===== src/csb_defines.vh =====
`ifndef CSB_DEFINES_VH
`define CSB_DEFINES_VH

// Register byte offsets
`define CSB_OFF_CTRL        12'h000
`define CSB_OFF_STATUS      12'h004
`define CSB_OFF_LOCK        12'h008
`define CSB_OFF_REQCMD      12'h00C
`define CSB_OFF_STRAPS      12'h010

// Control register fields
`define CSB_CTRL_LIC_EN     0
`define CSB_CTRL_TCC_EN     1
`define CSB_CTRL_BIDIR      2
`define CSB_CTRL_PROBE_RDY  3
`define CSB_CTRL_HOT        4
`define CSB_CTRL_PMODE_LO   5
`define CSB_CTRL_PMODE_HI   6

// Control reset value: controller enabled, thermal circuit enabled, output-only pin
`define CSB_CTRL_RESET      7'h03

// Power modes
`define CSB_PM_HFM          2'h0
`define CSB_PM_LFM          2'h1
`define CSB_PM_DEEP_SLEEP   2'h2
`define CSB_PM_OTHER        2'h3

// Timing
`define CSB_CLK_PERIOD_NS   10
`define CSB_RELEASE_CLKS    2
`define CSB_ECHO_CLKS       3'h5
`define CSB_STRAP_W         8

`endif


===== src/csb_sideband.v =====
// Contract
// RQ1: controller off: pin0 maskable, pin1 nonmaskable
// RQ2: interrupt pins accepted asynchronously, synchronised
// RQ3: controller enabled after reset
// RQ4: lock held across whole locked sequence
// RQ5: priority agent waits for lock release
// RQ6: probe request in, probe ready out
// RQ7: sensor hot drives thermal alarm active
// RQ8: bidirectional mode: external alarm activates circuit
// RQ9: externally activated circuit holds until release
// RQ10: alarm pin output only by default
// RQ11: power status follows operating mode
// RQ12: power-good held low clean, rises monotonic
// RQ13: power-good high during boundary scan
// RQ14: bus owner drives five request lines
// RQ15: reset clears state, invalidates cache, no writeback
// RQ16: power-on reset held two milliseconds
// RQ17: outputs released within two clocks of reset; code takes five clocks after bus_reset_n falls
// RQ18: straps valid before reset release, latched
// RQ19: response status lines input only
// RQ20: asynchronous inputs pass multi-stage synchroniser
// RQ21: init active at reset release runs self-test
`timescale 1ns/10ps
`include "csb_defines.vh"

module csb_sideband (
    input  wire        pclk,
    input  wire        presetn,
    input  wire [11:0] paddr,
    input  wire        psel,
    input  wire        penable,
    input  wire        pwrite,
    input  wire [31:0] pwdata,
    output reg  [31:0] prdata,
    output wire        pready,
    output wire        pslverr,
    input  wire [1:0]  local_irq_pins,
    output wire        local_irq_event,
    output wire        maskable_irq_request,
    output wire        nmi_request,
    input  wire        init_n,
    output wire        built_in_self_test,
    output wire        cache_invalidate,
    input  wire [7:0]  strap_pins,
    input  wire        sensor_hot,
    input  wire        thermal_alarm_n_i,
    output wire        thermal_alarm_n_o,
    output wire        thermal_alarm_n_oe,
    output wire        thermal_control_circuit,
    input  wire        lock_n_i,
    output wire        lock_n_o,
    output wire        lock_n_oe,
    input  wire        priority_bus_request_n,
    input  wire        probe_request_n,
    output wire        probe_ready_n,
    output wire        power_status_indicator_n,
    input  wire        power_ok_in,
    input  wire [4:0]  req_cmd_n_i,
    output wire [4:0]  req_cmd_n_o,
    output wire        req_cmd_n_oe,
    input  wire        address_strobe0_n,
    input  wire [2:0]  response_status_n,
    input  wire        bus_reset_n
);

    //--------------------------------------------------------------
    // Input synchronisers
    //--------------------------------------------------------------
    localparam NSYNC = 7;
    wire [NSYNC-1:0] async_in;
    wire [NSYNC-1:0] sync_out;
    assign async_in = {bus_reset_n, init_n, address_strobe0_n, power_ok_in,
                       thermal_alarm_n_i, local_irq_pins};

    // Chains run through reset so that init and idle levels are
    // already settled at release; no false edge after reset
    genvar gi;
    generate
        for (gi = 0; gi < NSYNC; gi = gi + 1) begin : g_sync
            reg s1_q;
            reg s2_q;
            reg s3_q;
            reg st_q;
            always @(posedge pclk) begin // RQ2 RQ20
                s1_q <= async_in[gi];
                s2_q <= s1_q;
                s3_q <= s2_q;
                if (s2_q == s3_q) begin
                    st_q <= s3_q;
                end
            end
            assign sync_out[gi] = st_q;
        end
    endgenerate

    wire [1:0] lint_s      = sync_out[1:0];
    wire       alarm_in_s  = ~sync_out[2];
    wire       pwr_ok_s    = sync_out[3];
    wire       adstb_s     = sync_out[4];
    wire       init_act_s  = ~sync_out[5];
    wire       bus_rst_s   = ~sync_out[6];

    //--------------------------------------------------------------
    // Registers
    //--------------------------------------------------------------
    reg [6:0]  ctrl_q;
    reg        lock_req_q;
    reg [4:0]  req_cmd_q;
    reg        req_drive_q;
    reg [7:0]  strap_q;
    reg        strap_taken_q;
    reg        built_in_self_test_q;
    reg        inval_q;
    reg [1:0]  rst_cnt_q;
    reg        released_q;
    reg        adstb_q;
    reg [4:0]  req_seen_q;

    wire mapped = (paddr == `CSB_OFF_CTRL) || (paddr == `CSB_OFF_STATUS) ||
                  (paddr == `CSB_OFF_LOCK) || (paddr == `CSB_OFF_REQCMD) ||
                  (paddr == `CSB_OFF_STRAPS);
    wire wr_en = psel & penable & pwrite & mapped;
    wire rd_en = psel & ~penable & ~pwrite;

    // Bus answer and pin levels held in flops
    reg pready_q;
    reg pslverr_q;
    reg pin_low_q;

    always @(posedge pclk or negedge presetn) begin
        if (!presetn) begin
            pready_q  <= 1'b1;
            pslverr_q <= 1'b0;
            pin_low_q <= 1'b0;
        end else begin
            pready_q  <= 1'b1;
            pslverr_q <= 1'b0;
            pin_low_q <= 1'b0;
        end
    end

    assign pready  = pready_q;
    assign pslverr = pslverr_q;

    always @(posedge pclk or negedge presetn) begin
        if (!presetn) begin
            ctrl_q      <= `CSB_CTRL_RESET; // RQ3 RQ10
            lock_req_q  <= 1'b0;
            req_cmd_q   <= 5'h00;
            req_drive_q <= 1'b0;
        end else if (bus_rst_s) begin
            ctrl_q      <= `CSB_CTRL_RESET; // RQ15
            lock_req_q  <= 1'b0;
            req_drive_q <= 1'b0;
        end else if (wr_en) begin
            case (paddr)
                `CSB_OFF_CTRL:   ctrl_q <= pwdata[6:0];
                `CSB_OFF_LOCK:   lock_req_q <= pwdata[0]; // RQ4
                `CSB_OFF_REQCMD: begin
                    req_cmd_q   <= pwdata[4:0]; // RQ14
                    req_drive_q <= pwdata[8];
                end
                default: ;
            endcase
        end
    end

    // Reset release counting, strap latch, self-test and cache invalidate
    always @(posedge pclk or negedge presetn) begin
        if (!presetn) begin
            rst_cnt_q     <= 2'h0;
            released_q    <= 1'b0;
            strap_q       <= 8'h00;
            strap_taken_q <= 1'b0;
            built_in_self_test_q        <= 1'b0;
            inval_q       <= 1'b1;
        end else if (bus_rst_s) begin
            rst_cnt_q     <= 2'h0;
            released_q    <= 1'b0;
            strap_taken_q <= 1'b0;
            built_in_self_test_q        <= 1'b0;
            inval_q       <= 1'b1; // RQ15
        end else begin
            inval_q <= 1'b0;
            if (!strap_taken_q) begin
                strap_q       <= strap_pins; // RQ18
                strap_taken_q <= 1'b1;
                built_in_self_test_q        <= init_act_s; // RQ21
            end
            if (rst_cnt_q != `CSB_RELEASE_CLKS)
                rst_cnt_q <= rst_cnt_q + 2'h1;
            else
                released_q <= 1'b1;
        end
    end

    // Request lines sampled on address strobe edge
    always @(posedge pclk or negedge presetn) begin
        if (!presetn) begin
            adstb_q    <= 1'b1;
            req_seen_q <= 5'h1F;
        end else begin
            adstb_q <= adstb_s;
            if (adstb_q && !adstb_s)
                req_seen_q <= req_cmd_n_i; // RQ14
        end
    end

    //--------------------------------------------------------------
    // Sideband outputs
    //--------------------------------------------------------------
    reg lint_evt_q;
    reg maskable_irq_request_q;
    reg nmi_q;
    reg tcc_q;
    reg ext_hot_q;
    reg alarm_drv_q;
    reg probe_ready_n_n_q;
    reg psi_n_q;
    reg lock_drv_q;
    reg req_oe_q;
    reg [4:0] req_o_q;
    reg [2:0] echo_cnt_q;

    wire lic_en   = ctrl_q[`CSB_CTRL_LIC_EN];
    wire tcc_en   = ctrl_q[`CSB_CTRL_TCC_EN];
    wire bidir    = ctrl_q[`CSB_CTRL_BIDIR];
    wire hot      = sensor_hot | ctrl_q[`CSB_CTRL_HOT];
    wire [1:0] pm = ctrl_q[`CSB_CTRL_PMODE_HI:`CSB_CTRL_PMODE_LO];
    wire ext_hot  = bidir & alarm_in_s & ~alarm_drv_q & (echo_cnt_q == 3'h0); // RQ10
    wire bus_ok   = ~bus_rst_s & released_q & pwr_ok_s;

    //--------------------------------------------------------------
    // Local interrupt pins
    //--------------------------------------------------------------
    always @(posedge pclk or negedge presetn) begin
        if (!presetn) begin
            lint_evt_q <= 1'b0;
            maskable_irq_request_q     <= 1'b0;
            nmi_q      <= 1'b0;
        end else begin
            lint_evt_q <= lic_en & (|lint_s);
            maskable_irq_request_q     <= ~lic_en & lint_s[0]; // RQ1
            nmi_q      <= ~lic_en & lint_s[1]; // RQ1
        end
    end

    //--------------------------------------------------------------
    // Thermal alarm and control circuit
    //--------------------------------------------------------------
    always @(posedge pclk or negedge presetn) begin
        if (!presetn) begin
            tcc_q       <= 1'b0;
            ext_hot_q   <= 1'b0;
            alarm_drv_q <= 1'b0;
            echo_cnt_q  <= 3'h0;
        end else begin
            alarm_drv_q <= hot & bus_ok; // RQ7
            // Own drive still echoes through the sync chain after release
            if (alarm_drv_q) begin
                echo_cnt_q <= `CSB_ECHO_CLKS;
            end else if (echo_cnt_q != 3'h0) begin
                echo_cnt_q <= echo_cnt_q - 3'h1;
            end
            // Set wins over release in the same cycle
            if (ext_hot) begin
                ext_hot_q <= 1'b1; // RQ8
            end else if (!alarm_in_s || !bidir) begin
                ext_hot_q <= 1'b0; // RQ9
            end
            tcc_q <= tcc_en & (hot | ext_hot | (ext_hot_q & alarm_in_s));
        end
    end

    //--------------------------------------------------------------
    // Probe handshake and power status
    //--------------------------------------------------------------
    always @(posedge pclk or negedge presetn) begin
        if (!presetn) begin
            probe_ready_n_n_q <= 1'b1;
            psi_n_q  <= 1'b1;
        end else begin
            probe_ready_n_n_q <= ~(~probe_request_n & ctrl_q[`CSB_CTRL_PROBE_RDY]); // RQ6
            psi_n_q  <= ~((pm == `CSB_PM_HFM) | (pm == `CSB_PM_LFM) |
                          (pm == `CSB_PM_DEEP_SLEEP)); // RQ11
        end
    end

    //--------------------------------------------------------------
    // Bus drive
    //--------------------------------------------------------------
    always @(posedge pclk or negedge presetn) begin
        if (!presetn) begin
            lock_drv_q <= 1'b0;
            req_oe_q   <= 1'b0;
            req_o_q    <= 5'h1F;
        end else begin
            lock_drv_q <= lock_req_q & bus_ok; // RQ4 RQ17
            req_oe_q   <= req_drive_q & bus_ok; // RQ17
            req_o_q    <= ~req_cmd_q;
        end
    end

    assign local_irq_event          = lint_evt_q;
    assign maskable_irq_request     = maskable_irq_request_q;
    assign nmi_request              = nmi_q;
    assign built_in_self_test       = built_in_self_test_q;
    assign cache_invalidate         = inval_q;
    assign thermal_alarm_n_o        = pin_low_q;
    assign thermal_alarm_n_oe       = alarm_drv_q;
    assign thermal_control_circuit  = tcc_q;
    assign lock_n_o                 = pin_low_q;
    assign lock_n_oe                = lock_drv_q;
    assign probe_ready_n            = probe_ready_n_n_q;
    assign power_status_indicator_n = psi_n_q;
    assign req_cmd_n_o              = req_o_q;
    assign req_cmd_n_oe             = req_oe_q;

    //--------------------------------------------------------------
    // Read data
    //--------------------------------------------------------------
    reg [31:0] rdata_d;

    always @* begin
        rdata_d = 32'h0000_0000;
        case (paddr)
            `CSB_OFF_CTRL:   rdata_d = {25'h0, ctrl_q};
            `CSB_OFF_STATUS: rdata_d = {21'h0, response_status_n, ~priority_bus_request_n,
                                        ~lock_n_i, pwr_ok_s, built_in_self_test_q, tcc_q,
                                        alarm_in_s, lint_s}; // RQ19 RQ5
            `CSB_OFF_LOCK:   rdata_d = {31'h0, lock_req_q};
            `CSB_OFF_REQCMD: rdata_d = {15'h0, req_drive_q, 3'h0, ~req_seen_q, 3'h0, req_cmd_q};
            `CSB_OFF_STRAPS: rdata_d = {24'h0, strap_q};
            default:         rdata_d = 32'h0000_0000;
        endcase
    end

    // Read data captured in the setup cycle
    always @(posedge pclk or negedge presetn) begin
        if (!presetn) begin
            prdata <= 32'h0000_0000;
        end else if (rd_en) begin
            prdata <= rdata_d;
        end
    end

endmodule

===== config.mk =====
export PLATFORM = sky130hd
export DESIGN_NAME = csb_sideband
export DESIGN_NICKNAME = d
export VERILOG_FILES = /design/src/csb_sideband.v
export VERILOG_INCLUDE_DIRS = /design/src /design/src/src
export SDC_FILE = /design/constraint.sdc
export NUM_CORES = 1
export LEC_CHECK = 0
export ABC_CLOCK_PERIOD_IN_PS = 1950
export BUFFER_PORTS_ARGS = -buffer_cell sky130_fd_sc_hd__clkbuf_2
export CAP_MARGIN = 20
export CORE_MARGIN = 4
export CORE_UTILIZATION = 40
export CTS_BUF_LIST = sky130_fd_sc_hd__clkbuf_16
export DETAILED_ROUTE_END_ITERATION = 8
export PLACE_DENSITY = 0.76
export SLEW_MARGIN = 0
export SYNTH_ARGS = -nofsm -noshare
export SYNTH_HDL_FRONTEND = slang
export SYNTH_SLANG_ARGS = --single-unit

===== constraint.sdc =====
create_clock -name pclk -period 1.95 [get_ports pclk]
set_input_delay 0.0975 -clock pclk [delete_from_list [all_inputs] [get_ports pclk]]
set_output_delay 0.0975 -clock pclk [all_outputs]
set_load 0.01 [all_outputs]

==> impl_results.md <==
* Layout Skew at 4.38 ps
* Wire length per cell at ~15 µm
* Crit path required time at approximately 2200 ps
* IO buf count at 81
* Max FO, Critical Path at 3
* PwrDens at about 900 nW/µm²
* Post-detailed-route count of antenna-violating nets at 0
* Critical path launch point type: register
* Root Driver: clkbuf_16
* Area of the multi-input gates at approximately 1300 µm²
* Synth top cells by count: dfrtp_1 (50), buf_4 (23), dfxtp_1 (21), mux2_2 (18), nor2_1 (18)
* CP Capture Type: register
* Gr ovfl total at 0
* VDD IR max at about 0.00059 V
* ANT cells at 0
* Postcts setup bufs at 0
* PostCTS Resize Cnt at 0
* Syn Inst Count at between 200 and 300
* Hold Crit Class: primary input to register
* Worst EP arrival at around 1700 ps
* Fin. Hold Viols at 0
* Via count at between 2,000 and 2,500
* Total track usage at 15.0%
* Syn avg cell area at ~13 µm²
* DR pass1 iterations at 5
* DP HPWL at between 5000 and 6000 µm
* Sequential fraction of the synthesis area at around three fifths
* Crit Path Category: register to register
* Slowest stage delay, CP at 390 ps
* Vias in the first global route at 2,558
* First DRT Iteration DRCs at 140
* Clk_lat worst skew at roughly 330 ps
* Worst-path clk slew at about 60 ps
* Leak pwr at around 0.0023 µW
* Largest net degree at the start of global routing at 67
* Most common cell in the synthesized netlist: dfrtp_1
* GPL Wtd Cong at around 0.8
* Synth-to-layout area growth at 26.4%
* Setup violators final at 0
* Final worst hold slack at between 10 and 15 ps
* MaxCap Viol Count at 0
* CTS tree: built
* Filler instances at 770
* Die width at ~100 µm
* Post-synth ARST share at approximately 70%
* # DRC at 0
* Share of layout cells above drive strength 1 at between 30% and 40%
* Max-slew violation count at 0
* Global-route wire length before repair at 12,900 µm
* Synth area leaders: dfrtp_1 (34%), dfstp_2 (11%), dfxtp_1 (11%)
* Final #Nets at 477
* Clk buf depth at 2
* H-tree depth at 3
* Core area at around 9000 µm²
* Final Cycle Share at roughly 70%
* Final WL at between 7000 and 8000 µm
* Cell taking the most area after synthesis: dfrtp_1
* Hold buffer count at cts at 16
* Setup_tns at 0 ps
* FF/Latch Area at 2300 µm²
* CTS Sinks at 94
* Synth Warn # at 0
* Synth Cell Area at 3720 µm²
* Die area at 10,900 µm²
* CP Cell Sequence: inv_1 > ha_1 > nor3b_1 > a21oi_1 > nor2_1 > o31a_1
* Synth top area share at around a third
* Starting Density at between 40% and 50%
* Post-synth cell types at 44
* Rows at 34
* CP max-delay cell: dfrtp_1
* Initial antenna violation count at 0
* Die height at roughly 100 µm
* #FFs+latches synth at 94
* Status: finished clean
* I/O Pins at ~130
* Unrepaired setup endpoints after global routing: false
* Post-layout min period at between 1000 and 1500 ps
* Fmax at just over 700 MHz
* EDFF count, synth at 7
* Vias/cell at between 4 and 5
* Synth Flop Type: dfrtp_1
* TritonCTS buffer count at 9
## logic make-up (layout without fill, tap and decap cells)
logic type / Yosys count / after routing / synth area share [%]
flip-flops: 94 / 94 / 61.9
AND/OR/NAND/NOR: 62 / 62 / 11.4
AO/OA/AOI/OAI: 42 / 42 / 8.45
buffers and inverters: 40 / 142 / 6.46
multiplexers: 29 / 29 / 8.41
XOR/XNOR: 9 / 9 / 2.12
adder cells (fa/ha/maj): 3 / 3 / 1.01
other: 2 / 22 / 0.202
## power breakdown
| part | leakage, µW | internal (µW) | total [µW] | switching, µW |
|---|---|---|---|---|
| clock network | 0.000129 | 840 | 1510 | 671 |
| registers | 0.00108 | 2140 | 2240 | 94.4 |
| logic | 0.00107 | 258 | 537 | 279 |
| total | 0.00227 | 3240 | 4280 | 1040 |
## sequential cells by signal (all words and copies together), names as in the netlist, 2 cells and up
signal and cells:
echo_cnt_q 3, g_sync.st_q 6, req_cmd_n_o 5, rst_cnt_q 2
prdata 14, req_cmd_q 5, req_seen_q 5, g_sync.s2_q 7
strap_q 8, g_sync.s3_q 7, ctrl_q 7, g_sync.s1_q 7
## stage by stage
step	power [µW]	setup slack, ps	utilization, %	cell area [µm²]	std cells
5_1_grt	4500	423	52.9	4700	511
2_1_floorplan	2600	439	-	3790	301
4_1_cts	4330	539	52.7	4690	510
3_3_place_gp	2730	302	48.0	4270	478
6_report	4280	548	52.9	4700	511
3_5_place_dp	2780	292	48.0	4270	478
## final timing paths
| check | slack, ps | endpoint | cells past startpoint | from |
|---|---|---|---|---|
| worst max-delay path | 550 | thermal_control_circuit | 6 | echo_cnt_q[0] |
| worst min-delay path | 10 | req_seen_q[4] | 2 | req_cmd_n_i[4] |
| worst max register to register | 550 | thermal_control_circuit | 6 | echo_cnt_q[0] |
| worst min register to register | 330 | g_sync[6].s2_q | 0 | g_sync[6].s1_q |
| max in group asynchronous | 1300 | req_cmd_n_o[4] | 3 | presetn |
| min in group asynchronous | 320 | prdata[8] | 3 | presetn |
## worst max-delay path: cells and delay by family (launching register included)
family / cells / cell delay, ps
AO/OA/AOI/OAI: 2 / 240
adder cells (fa/ha/maj): 1 / 190
buffers and inverters: 1 / 90
flip-flops: 1 / 390
AND/OR/NAND/NOR: 2 / 430
## routing by layer
layer | global-route usage (%) | share of wire (%) | vias to the layer above
met1 | 19.4 | 41 | 1188
met2 | 23.1 | 47 | 112
met3 | 5.59 | 9.4 | 16
met5 | 0 | 0 | -
li1 | - | - | 1183
met4 | 5.32 | 2.0 | 0
## cells in the final DEF, fill, tap and decap left out, drive strengths merged, types with 7 or more instances in the layout
cell type / netlist / final
nor2: 18 / 18
dfxtp: 21 / 21
nand2: 16 / 16
edfxtp: 7 / 7
o21ai: 10 / 10
buf: 26 / 16
dfstp: 16 / 16
dfrtp: 50 / 50
dlygate4sd3: 0 / 17
mux2i: 11 / 11
inv: 12 / 13
mux2: 18 / 18
a22o: 10 / 10
xnor2: 8 / 8
clkbuf: 2 / 90
conb: 2 / 22
## area by class of cell
cell class	count	area share (%)
Inverter	12	0.958
Sequential cell	94	49.0
Clock inverter	7	0.692
Tap cell	108	2.88
Timing Repair Buffer	114	15.1
Multi-Input combinational cell	167	26.6
Clock buffer	9	4.79
No activity file was read; power rests on OpenSTA's default activity.
